--- src/inc/mtio_consts.svh ---
// offsets, fields, reset values and counts of the motion task i/o
// assumes inclusion by bare name
`ifndef MTIO_CONSTS_SVH
`define MTIO_CONSTS_SVH

// ----------------------------------------------------------------
// register byte offsets
// ----------------------------------------------------------------
`define MTIO_OFF_CTRL 8'h00
`define MTIO_OFF_JOG 8'h04
`define MTIO_OFF_WIN 8'h08
`define MTIO_OFF_STAT 8'h0c
`define MTIO_OFF_IRQ 8'h10
`define MTIO_OFF_MASK 8'h14
`define MTIO_OFF_CMP0 8'h18
`define MTIO_OFF_CMODE 8'h30

// ----------------------------------------------------------------
// control fields
// ----------------------------------------------------------------
`define MTIO_CTRL_BASE_NEXT 0
`define MTIO_CTRL_BASE_RES 1
`define MTIO_CTRL_JOG_MODE 2
`define MTIO_CTRL_SEQ_LSB 3
`define MTIO_CTRL_W 5

// ----------------------------------------------------------------
// status fields
// ----------------------------------------------------------------
`define MTIO_STAT_REACHED 0
`define MTIO_STAT_FERR 1
`define MTIO_STAT_SEQ 2
`define MTIO_STAT_PEND 3
`define MTIO_STAT_STATE_LSB 4
`define MTIO_STAT_TASK_LSB 8
`define MTIO_STAT_CMP_LSB 16

// ----------------------------------------------------------------
// interrupt events
// ----------------------------------------------------------------
`define MTIO_EV_START 0
`define MTIO_EV_REACHED 1
`define MTIO_EV_FERR 2
`define MTIO_EV_SEQ 3
`define MTIO_EV_JOG_END 4
`define MTIO_EV_W 5

// ----------------------------------------------------------------
// reset values and timing
// ----------------------------------------------------------------
`define MTIO_CTRL_RST 5'h00
`define MTIO_JOG_RST 32'h00000000
`define MTIO_WIN_RST 32'h00000010
`define MTIO_CMODE_RST 12'h000
// 1000 ns at the 100 ns clock
`define MTIO_SEQ_PULSE_CYC 10

`endif

--- src/inc/mtio_pkg.sv ---
// types of the motion task i/o expansion logic
// assumes nothing beyond a systemverilog compiler
package mtio_pkg;

  typedef enum logic [1:0] {
    mtio_st_idle = 2'b00,
    mtio_st_move = 2'b01,
    mtio_st_jog = 2'b10
  } mtio_state_t;

  typedef enum logic [1:0] {
    mtio_seq_toggle = 2'b00,
    mtio_seq_pulse = 2'b01,
    mtio_seq_level = 2'b10
  } mtio_seq_mode_t;

endpackage

--- src/design/mtio_poscmp.sv ---
// one position register comparator with a registered result
// assumes a synchronous position word from the motion core
`timescale 1ns/100ps
module mtio_poscmp
  import mtio_pkg::*;
#(
  parameter int PW = 32
) (
  input wire logic ref_clk,
  input wire logic rst,
  input wire logic ce,
  input wire logic signed [PW-1:0] position,
  input wire logic signed [PW-1:0] threshold,
  input wire logic enable,
  input wire logic above,
  output logic hit
);

  // a disabled comparator reads low rather than holding its last state
  always_ff @(posedge ref_clk) begin
    if (rst) begin
      hit <= 1'b0;
    end else if (ce) begin
      if (!enable) begin
        hit <= 1'b0;
      end else if (above) begin
        hit <= (position >= threshold);
      end else begin
        hit <= (position < threshold);
      end
    end
  end

endmodule

--- src/design/mtio_top.sv ---
// motion task i/o expansion: plc start, resume and jog inputs in,
// task commands to the motion core out, status outputs back to the plc
// assumes all inputs synchronous to ref_clk; registers on avalon-mm
//
// Our own choices: the Avalon-MM register port and the address map.
`timescale 1ns/100ps
`include "mtio_consts.svh"

// Behaviour
// - next task starts only after target reached
// - base unit input may also start next
// - jog edge starts, falling edge aborts motion
// - jog speed sign gives direction, magnitude speed
// - resume continues interrupted task, base too
// - selected start launches task on select inputs
// - target reached high inside in-position window
// - sequence output toggles per sequenced task start
// - first sequence task forces sequence output low
// - sequence output form selectable by software
// - position compare outputs high when satisfied
module mtio_top
  import mtio_pkg::*;
#(
  parameter int PW = 32,
  parameter int NCMP = 6
) (
  input wire logic ref_clk,
  input wire logic rst,
  input wire logic ce,
  input wire logic [7:0] avs_address,
  input wire logic avs_read,
  input wire logic avs_write,
  input wire logic [31:0] avs_writedata,
  input wire logic [3:0] avs_byteenable,
  output logic [31:0] avs_readdata,
  output logic avs_waitrequest,
  output logic irq,
  input wire logic [7:0] task_select,
  input wire logic next_task_start,
  input wire logic resume_task,
  input wire logic selected_task_start,
  input wire logic jog_start,
  input wire logic following_error_clear,
  input wire logic base_next_start,
  input wire logic base_resume,
  input wire logic signed [PW-1:0] core_act_pos,
  input wire logic signed [PW-1:0] core_tgt_pos,
  input wire logic core_task_active,
  input wire logic core_task_interrupted,
  input wire logic core_seq_begin,
  input wire logic core_seq_first,
  input wire logic core_following_error,
  output logic target_reached,
  output logic sequence_step_toggle,
  output logic following_error_out,
  output logic position_compare_0,
  output logic position_compare_1,
  output logic position_compare_2,
  output logic position_compare_3,
  output logic position_compare_4,
  output logic position_compare_5,
  output logic cmd_task_start,
  output logic [7:0] cmd_task_num,
  output logic cmd_next_start,
  output logic cmd_resume,
  output logic cmd_jog_run,
  output logic cmd_jog_dir,
  output logic [PW-1:0] cmd_jog_speed,
  output logic cmd_fe_clear
);

  // ----------------------------------------------------------------
  // functions
  // ----------------------------------------------------------------
  function automatic logic [PW-1:0] mtio_abs(input logic signed [PW-1:0] v);
    mtio_abs = v[PW-1] ? PW'(-v) : PW'(v);
  endfunction

  function automatic logic [31:0] mtio_be(input logic [31:0] old);
    mtio_be = old;
    for (int i = 0; i < 4; i++) begin
      if (avs_byteenable[i]) begin
        mtio_be[i*8 +: 8] = avs_writedata[i*8 +: 8];
      end
    end
  endfunction

  // ----------------------------------------------------------------
  // registers and state
  // ----------------------------------------------------------------
  localparam int SEQ_CYC = `MTIO_SEQ_PULSE_CYC;
  localparam int SCW = $clog2(SEQ_CYC + 1);

  logic [`MTIO_CTRL_W-1:0] ctrl;
  logic [31:0] jog_speed;
  logic [31:0] win;
  logic [`MTIO_EV_W-1:0] irq_stat;
  logic [`MTIO_EV_W-1:0] irq_mask;
  logic [31:0] cmp_thr [NCMP];
  logic [2*NCMP-1:0] cmode;
  logic [NCMP-1:0] cmp_hit;
  mtio_state_t state;
  logic pending;
  logic prev_next, prev_resume, prev_sel, prev_jog, prev_fec;
  logic prev_bnext, prev_bres, prev_reached, prev_ferr;
  logic [SCW-1:0] seq_cnt;
  logic [31:0] next_rd;
  logic wr_do;
  logic rd_do;
  logic [`MTIO_EV_W-1:0] ev;
  logic [`MTIO_EV_W-1:0] next_irq_stat;
  logic next_req, resume_req, sel_req, jog_rise, jog_fall, fe_now;
  mtio_seq_mode_t seq_mode;

  assign seq_mode = mtio_seq_mode_t'(ctrl[`MTIO_CTRL_SEQ_LSB +: 2]);
  // the bus handshake completes on the edge that sees waitrequest low
  assign wr_do = avs_write & ~avs_waitrequest;
  assign rd_do = avs_read & ~avs_waitrequest;

  // ----------------------------------------------------------------
  // input edges
  // ----------------------------------------------------------------
  always_ff @(posedge ref_clk) begin
    if (rst) begin
      {prev_next, prev_resume, prev_sel, prev_jog, prev_fec, prev_bnext,
       prev_bres} <= 7'h00;
    end else if (ce) begin
      {prev_next, prev_resume, prev_sel, prev_jog, prev_fec, prev_bnext,
       prev_bres} <= {next_task_start, resume_task, selected_task_start,
                      jog_start, following_error_clear, base_next_start,
                      base_resume};
    end
  end

  assign next_req = (next_task_start & ~prev_next)
      | (ctrl[`MTIO_CTRL_BASE_NEXT] & base_next_start & ~prev_bnext);
  assign resume_req = (resume_task & ~prev_resume)
      | (ctrl[`MTIO_CTRL_BASE_RES] & base_resume & ~prev_bres);
  assign sel_req = selected_task_start & ~prev_sel;
  assign jog_rise = jog_start & ~prev_jog;
  assign jog_fall = ~jog_start & prev_jog;
  assign fe_now = core_following_error;

  // ----------------------------------------------------------------
  // task commands
  // ----------------------------------------------------------------
  // a jog in progress owns the axis, so task starts are ignored meanwhile
  always_ff @(posedge ref_clk) begin
    if (rst) begin
      state <= mtio_st_idle;
      pending <= 1'b0;
      cmd_task_start <= 1'b0;
      cmd_task_num <= 8'h00;
      cmd_next_start <= 1'b0;
      cmd_resume <= 1'b0;
      cmd_jog_run <= 1'b0;
    end else if (ce) begin
      cmd_task_start <= 1'b0;
      cmd_next_start <= 1'b0;
      cmd_resume <= 1'b0;
      case (state)
        mtio_st_idle, mtio_st_move: begin
          if (ctrl[`MTIO_CTRL_JOG_MODE] && jog_rise) begin
            cmd_jog_run <= 1'b1;
            pending <= 1'b0;
            state <= mtio_st_jog;
          end else if (sel_req) begin
            cmd_task_start <= 1'b1;
            cmd_task_num <= task_select;
            pending <= 1'b0;
            state <= mtio_st_move;
          end else if (pending && target_reached) begin
            cmd_next_start <= 1'b1;
            pending <= 1'b0;
            state <= mtio_st_move;
          end else begin
            if (next_req) begin
              pending <= 1'b1;
            end
            if (resume_req && core_task_interrupted) begin
              cmd_resume <= 1'b1;
              state <= mtio_st_move;
            end else if (state == mtio_st_move && !core_task_active
                         && target_reached) begin
              state <= mtio_st_idle;
            end
          end
        end
        mtio_st_jog: begin
          if (jog_fall || !ctrl[`MTIO_CTRL_JOG_MODE]) begin
            cmd_jog_run <= 1'b0;
            state <= mtio_st_idle;
          end
        end
        default: begin
          cmd_jog_run <= 1'b0;
          state <= mtio_st_idle;
        end
      endcase
    end
  end

  // ----------------------------------------------------------------
  // jog speed and direction
  // ----------------------------------------------------------------
  always_ff @(posedge ref_clk) begin
    if (rst) begin
      cmd_jog_dir <= 1'b0;
      cmd_jog_speed <= '0;
    end else if (ce) begin
      cmd_jog_dir <= jog_speed[PW-1];
      cmd_jog_speed <= mtio_abs(PW'(jog_speed));
    end
  end

  // ----------------------------------------------------------------
  // status outputs
  // ----------------------------------------------------------------
  always_ff @(posedge ref_clk) begin
    if (rst) begin
      target_reached <= 1'b0;
      following_error_out <= 1'b1;
      cmd_fe_clear <= 1'b0;
      prev_reached <= 1'b0;
      prev_ferr <= 1'b0;
    end else if (ce) begin
      target_reached <= mtio_abs(core_act_pos - core_tgt_pos)
          <= PW'(win);
      following_error_out <= ~fe_now;
      cmd_fe_clear <= following_error_clear & ~prev_fec;
      prev_reached <= target_reached;
      prev_ferr <= fe_now;
    end
  end

  // ----------------------------------------------------------------
  // sequence step output
  // ----------------------------------------------------------------
  // pulse mode gives a fixed-width high pulse; plcs with slow scans
  // should keep the default toggle form, which cannot be missed
  always_ff @(posedge ref_clk) begin
    if (rst) begin
      sequence_step_toggle <= 1'b0;
      seq_cnt <= '0;
    end else if (ce) begin
      if (core_seq_begin && core_seq_first) begin
        sequence_step_toggle <= 1'b0;
        seq_cnt <= '0;
      end else if (core_seq_begin) begin
        case (seq_mode)
          mtio_seq_toggle: begin
            sequence_step_toggle <= ~sequence_step_toggle;
          end
          mtio_seq_pulse: begin
            sequence_step_toggle <= 1'b1;
            seq_cnt <= SCW'(SEQ_CYC);
          end
          mtio_seq_level: sequence_step_toggle <= 1'b1;
          default: sequence_step_toggle <= ~sequence_step_toggle;
        endcase
      end else if (seq_mode == mtio_seq_pulse) begin
        if (seq_cnt > SCW'(1)) begin
          seq_cnt <= seq_cnt - SCW'(1);
        end else begin
          seq_cnt <= '0;
          sequence_step_toggle <= 1'b0;
        end
      end else if (seq_mode == mtio_seq_level && target_reached) begin
        sequence_step_toggle <= 1'b0;
      end
    end
  end

  // ----------------------------------------------------------------
  // position compare
  // ----------------------------------------------------------------
  for (genvar g = 0; g < NCMP; g++) begin : g_cmp
    mtio_poscmp #(.PW(PW)) u_cmp (
      .ref_clk(ref_clk),
      .rst(rst),
      .ce(ce),
      .position(core_act_pos),
      .threshold(PW'(cmp_thr[g])),
      .enable(cmode[2*g]),
      .above(cmode[2*g+1]),
      .hit(cmp_hit[g])
    );
  end

  assign position_compare_0 = cmp_hit[0];
  assign position_compare_1 = cmp_hit[1];
  assign position_compare_2 = cmp_hit[2];
  assign position_compare_3 = cmp_hit[3];
  assign position_compare_4 = cmp_hit[4];
  assign position_compare_5 = cmp_hit[5];

  // ----------------------------------------------------------------
  // interrupt status
  // ----------------------------------------------------------------
  always_comb begin
    ev = '0;
    ev[`MTIO_EV_START] = cmd_task_start | cmd_next_start | cmd_resume;
    ev[`MTIO_EV_REACHED] = target_reached & ~prev_reached;
    ev[`MTIO_EV_FERR] = fe_now & ~prev_ferr;
    ev[`MTIO_EV_SEQ] = core_seq_begin;
    ev[`MTIO_EV_JOG_END] = (state == mtio_st_jog)
        & (jog_fall | ~ctrl[`MTIO_CTRL_JOG_MODE]);
    next_irq_stat = irq_stat;
    // only the bits that the read returned are cleared; new events win
    if (rd_do && avs_address == `MTIO_OFF_IRQ) begin
      next_irq_stat = next_irq_stat & ~avs_readdata[`MTIO_EV_W-1:0];
    end
    next_irq_stat = next_irq_stat | ev;
  end

  always_ff @(posedge ref_clk) begin
    if (rst) begin
      irq_stat <= '0;
      irq <= 1'b0;
    end else if (ce) begin
      irq_stat <= next_irq_stat;
      irq <= |(next_irq_stat & irq_mask);
    end
  end

  // ----------------------------------------------------------------
  // register writes
  // ----------------------------------------------------------------
  always_ff @(posedge ref_clk) begin
    if (rst) begin
      ctrl <= `MTIO_CTRL_RST;
      jog_speed <= `MTIO_JOG_RST;
      win <= `MTIO_WIN_RST;
      irq_mask <= '0;
      cmode <= `MTIO_CMODE_RST;
      for (int i = 0; i < NCMP; i++) begin
        cmp_thr[i] <= 32'h00000000;
      end
    end else if (ce && wr_do) begin
      case (avs_address)
        `MTIO_OFF_CTRL: ctrl <= `MTIO_CTRL_W'(mtio_be(32'(ctrl)));
        `MTIO_OFF_JOG: jog_speed <= mtio_be(jog_speed);
        `MTIO_OFF_WIN: win <= mtio_be(win);
        `MTIO_OFF_MASK: irq_mask <= `MTIO_EV_W'(mtio_be(32'(irq_mask)));
        `MTIO_OFF_CMODE: cmode <= (2*NCMP)'(mtio_be(32'(cmode)));
        default: begin
          for (int i = 0; i < NCMP; i++) begin
            if (avs_address == 8'(`MTIO_OFF_CMP0 + 4 * i)) begin
              cmp_thr[i] <= mtio_be(cmp_thr[i]);
            end
          end
        end
      endcase
    end
  end

  // ----------------------------------------------------------------
  // register reads and handshake
  // ----------------------------------------------------------------
  always_comb begin
    next_rd = 32'h00000000;
    case (avs_address)
      `MTIO_OFF_CTRL: next_rd = 32'(ctrl);
      `MTIO_OFF_JOG: next_rd = jog_speed;
      `MTIO_OFF_WIN: next_rd = win;
      `MTIO_OFF_STAT: begin
        next_rd[`MTIO_STAT_REACHED] = target_reached;
        next_rd[`MTIO_STAT_FERR] = fe_now;
        next_rd[`MTIO_STAT_SEQ] = sequence_step_toggle;
        next_rd[`MTIO_STAT_PEND] = pending;
        next_rd[`MTIO_STAT_STATE_LSB +: 2] = state;
        next_rd[`MTIO_STAT_TASK_LSB +: 8] = cmd_task_num;
        next_rd[`MTIO_STAT_CMP_LSB +: NCMP] = cmp_hit;
      end
      `MTIO_OFF_IRQ: next_rd = 32'(irq_stat);
      `MTIO_OFF_MASK: next_rd = 32'(irq_mask);
      `MTIO_OFF_CMODE: next_rd = 32'(cmode);
      default: begin
        for (int i = 0; i < NCMP; i++) begin
          if (avs_address == 8'(`MTIO_OFF_CMP0 + 4 * i)) begin
            next_rd = cmp_thr[i];
          end
        end
      end
    endcase
  end

  // one wait cycle: every access with ce high takes exactly two edges
  always_ff @(posedge ref_clk) begin
    if (rst) begin
      avs_waitrequest <= 1'b1;
      avs_readdata <= 32'h00000000;
    end else if (ce) begin
      if ((avs_read || avs_write) && avs_waitrequest) begin
        avs_waitrequest <= 1'b0;
        avs_readdata <= avs_read ? next_rd : 32'h00000000;
      end else begin
        avs_waitrequest <= 1'b1;
      end
    end
  end

endmodule

--- config.mk ---
export PLATFORM = sky130hd
export DESIGN_NAME = mtio_top
export DESIGN_NICKNAME = d
export VERILOG_FILES = /design/src/inc/mtio_pkg.sv /design/src/design/mtio_poscmp.sv /design/src/design/mtio_top.sv
export VERILOG_INCLUDE_DIRS = /design/src /design/src/inc
export SDC_FILE = /design/constraint.sdc
export NUM_CORES = 1
export LEC_CHECK = 0
export BUFFER_PORTS_ARGS = -buffer_cell sky130_fd_sc_hd__buf_2
export CAP_MARGIN = 0
export CORE_MARGIN = 2
export CORE_UTILIZATION = 55
export DETAILED_ROUTE_END_ITERATION = 7
export GPL_TIMING_DRIVEN = 0
export PLACE_DENSITY = 0.87
export SLEW_MARGIN = 20
export SYNTH_ARGS = -nofsm -noshare
export SYNTH_HDL_FRONTEND = slang
export SYNTH_SLANG_ARGS = --single-unit
--- constraint.sdc ---
create_clock -name ref_clk -period 4.92 [get_ports ref_clk]
set_clock_uncertainty 0.05 [all_clocks]
set_input_delay 0.246 -clock ref_clk [delete_from_list [all_inputs] [get_ports ref_clk]]
set_output_delay 0.246 -clock ref_clk [all_outputs]
set_load 0.01 [all_outputs]
==> impl_results.md <==
* CP max-delay cell: or4_4
* Synthesized area at 25,700 um^2
* Pins Over Slew Limit at 0
* Hpwl dp at 74.3 mm
* EDFF count, synth at 192
* Port Buffers at 216
* Comb pwr share at 0.219
* Fillers at 3,634
* Root Driver: clkbuf_16
* Worst-Margin Slew at 1.22 ns
* Layout cells sized above 1 at 0.125
* Rows at 79
* Required @ worst endpoint at 5.31 ns
* Largest net degree at the start of global routing at 17
* Post-Place Cells at 3,694
* # setup viols final at 0
* Startpoint Class: input port
* Die ar. at 48,500 um^2
* Post-Synthesis Cells at 2,870
* CTS tree: done
* Peak VDD IR at 0.303 mV
* Primary FF master, synth: dfxtp_1
* Seq/Total Area, Yosys at 0.377
* Clock Tree Buf Depth at 3
* DRT Pass-1 Iters at 7
* Syn_area_per_cell at 8.96 um^2
* LEAKAGE at 12.8 nW
* Final GP Congestion at 1.09
* Clk Latency, worst-skew pair at 0.55 ns
* Initial DRC Count at 3,560
* Gr ovfl total at 0
* Non-Filler Instances at 3,806
* Pwr Density at 269 nW/um^2
* Tmin final at 4.90 ns
* Delay-heaviest family, CP: compound AO/OA/AOI/OAI gates
* Period utilisation layout at 0.996
* Path type of the worst setup path: input port to register
* DRC viols at 0
* Asr flop ratio synth at 0
* Clock share of power at 0.337
* Run status: finished, final reports clean
* CP Max Fanout at 4
* Crit. End Element: register
* All-Layer GR Usage at 0.385
* Buf/Inv on CP at 3
* Cts bufs inserted at 34
* Die Width at 220 um
* Total Wirelength at 96.3 mm
* Die height at 220 um
* Vias in the first global route at 23,200
* Final hold viol count at 0
* Initial Utilization at 0.554
* Global-route wire length before repair at 139 mm
* Crit-path cells: buf_6 > clkinvlp_4 > ha_4 > fa_2 > nor2b_4 > o211ai_4 > buf_6 > a211oi_4 > nor3_4 > xnor2_2 > or4_4 > or3_4 > o31a_1 > xor2_1 > ha_1 > a21o_1 > a21o_1 > a21oi_1 > nor2b_1 > o21ai_2 > nand4_1 > a311oi_1
* Slew margin rel. at 0.166
* Sw power at 2.36 mW
* Int Pwr at 5.61 mW
* H-tree lvl count at 2
* Area Overhead vs Synth at 15.2%
* Setup TNS at 0 ns
* Worst min-delay path class: input port to register
* I/O Pins at 222
* NumNets Final at 3,565
* Synth Net Count at 3,265
* Antenna Violating Nets Remaining at 0
* Synth warn at 0
* Power share of the sequential group at 0.444
* Post-synth cell types at 80
* Max-cap violations at 0
* Sw frac at 0.296
* Commonest non-fill, non-tap cell in the layout: inv_1
* Vias at 25,000
* Most frequent cells in the layout: inv_1, ha_1, nor2_1
* Clock Pin Slew Worst Setup and Hold Paths at 0.07 ns
* Initial antenna violation count at 3
* Crit path DAT at 5.30 ns
* Critical path's largest stage delay at 0.56 ns
* Max Clk Rate at 0.204 GHz
* Routed wire length per instance at 25.3 um
* CTS sink count at 388
* Yosys reg bits at 388
* DR vias/cell at 6.57
* CORE AREA at 46,400 um^2
* Final hold slack at 0.0266 ns
[layer usage]
metal	routed length [um]	track usage	vias up
met2	40100	0.583	2063
met3	15600	0.119	440
li1	-	-	11000
met5	0	0	-
met4	7100	0.228	0
met1	33500	0.483	11600
[cell families (layout without fill, tap and decap cells)]
logic type,count (synthesis),after routing,share of synthesized area
xor gates and xnor gates,79,79,0.0269
AOI/OAI and AO/OA,733,733,0.191
muxes,86,86,0.0335
and+or+nand+nor,904,904,0.181
DFF,388,388,0.377
other,0,3,0
buffers and inverters,418,744,0.0619
adders and majority gates,262,262,0.128
[flip-flops by register name, indices dropped and copies added, names as in the netlist, 2 cells and up]
register,flops
state,2
cmp_thr,192
seq_cnt,4
avs_readdata,32
irq_stat,5
ctrl,5
irq_mask,5
cmd_task_num,8
win,32
cmode,12
jog_speed,32
g_cmp.u_cmp.hit,6
cmd_jog_speed,32
[worst min-delay path, stage by stage]
cell and delay, ns:
buf_2 0.18, nand2_1 0.09, a21oi_1 0.06
[cells in the mapped netlist, types with 8 or more instances]
| library cell | instances | share of area |
|---|---|---|
| ha_1 | 261 | 0.13 |
| o211ai_1 | 13 | 0.0038 |
| nor2b_1 | 29 | 0.0071 |
| or3_1 | 17 | 0.0041 |
| or2_2 | 8 | 0.0019 |
| nor4_1 | 16 | 0.0039 |
| inv_1 | 280 | 0.041 |
| xnor2_1 | 39 | 0.013 |
| a211oi_1 | 42 | 0.012 |
| nor2_1 | 217 | 0.032 |
| edfxtp_1 | 192 | 0.22 |
| and2_1 | 202 | 0.049 |
| a221oi_1 | 31 | 0.011 |
| a21oi_1 | 190 | 0.037 |
| a222oi_1 | 10 | 0.0039 |
| a22oi_1 | 78 | 0.023 |
| a22o_1 | 21 | 0.0072 |
| nand3_1 | 82 | 0.016 |
| xor2_1 | 40 | 0.014 |
| nand2b_1 | 20 | 0.0049 |
| nand2_1 | 163 | 0.024 |
| and3_1 | 9 | 0.0022 |
| o21ai_0 | 100 | 0.019 |
| nor3_1 | 41 | 0.0080 |
| dfxtp_1 | 196 | 0.15 |
| a31oi_1 | 32 | 0.0078 |
| o21a_1 | 17 | 0.0050 |
| mux2i_1 | 86 | 0.033 |
| o31ai_1 | 17 | 0.0050 |
| a211o_1 | 9 | 0.0031 |
| nand4_1 | 57 | 0.014 |
| clkbuf_1 | 128 | 0.019 |
| a41oi_1 | 8 | 0.0027 |
| a21o_1 | 106 | 0.031 |
[path summary, 6_finish.rpt]
check | start | to | slack (ns) | depth (start not counted)
worst max-delay path | core_act_pos[0] | target_reached | 0.02 | 22
worst min-delay path | avs_writedata[6] | win[6] | 0.03 | 3
worst max register to register | jog_speed[2] | cmd_jog_speed[31] | 1.10 | 9
worst min register to register | avs_readdata[24] | avs_readdata[24] | 0.44 | 2
[timing repair]
item                                   in CTS  in global routing
cloned                                      0                  0
endpoints found under the hold margin      23                  0
setup buffers                               9                 18
pin swaps                                   9                 36
hold buffers                               22                  0
setup endpoints to repair                   1                  1
resized for setup                          34                 99
[cell type report]
class,instances,area [um^2],area share
Antenna cell,3,7.51,0.000254
Sequential cell,388,9690,0.327
Tap cell,607,759,0.0257
Multi-Input combinational cell,2064,14900,0.504
Inverter,280,1050,0.0356
Buffer,136,551,0.0186
Timing Repair Buffer,266,1550,0.0523
Clock buffer,50,972,0.0328
Clock inverter,12,115,0.00389
[power groups by stage]
stage / clock [mW] / sequential, mW / combinational, mW
5_1_grt: 2.76 / 3.54 / 1.91
3_5_place_dp: 0 / 3.60 / 1.53
3_3_place_gp: 0 / 3.60 / 1.49
4_1_cts: 2.64 / 3.53 / 1.59
2_1_floorplan: 0 / 3.57 / 1.05
6_report: 2.69 / 3.54 / 1.74
[through the flow]
step / area [um^2] / util / setup slack (ns) / power (mW)
after floorplan: 25700 / - / 0.166 / 4.62
after global placement: 27500 / 0.594 / -1.41 / 5.09
after detailed placement: 27600 / 0.595 / -1.47 / 5.13
after CTS: 29100 / 0.627 / 0.00242 / 7.76
after global routing: 29600 / 0.639 / -0.0888 / 8.21
final: 29600 / 0.639 / 0.0192 / 7.97
Power figures use the tool's default switching activity.
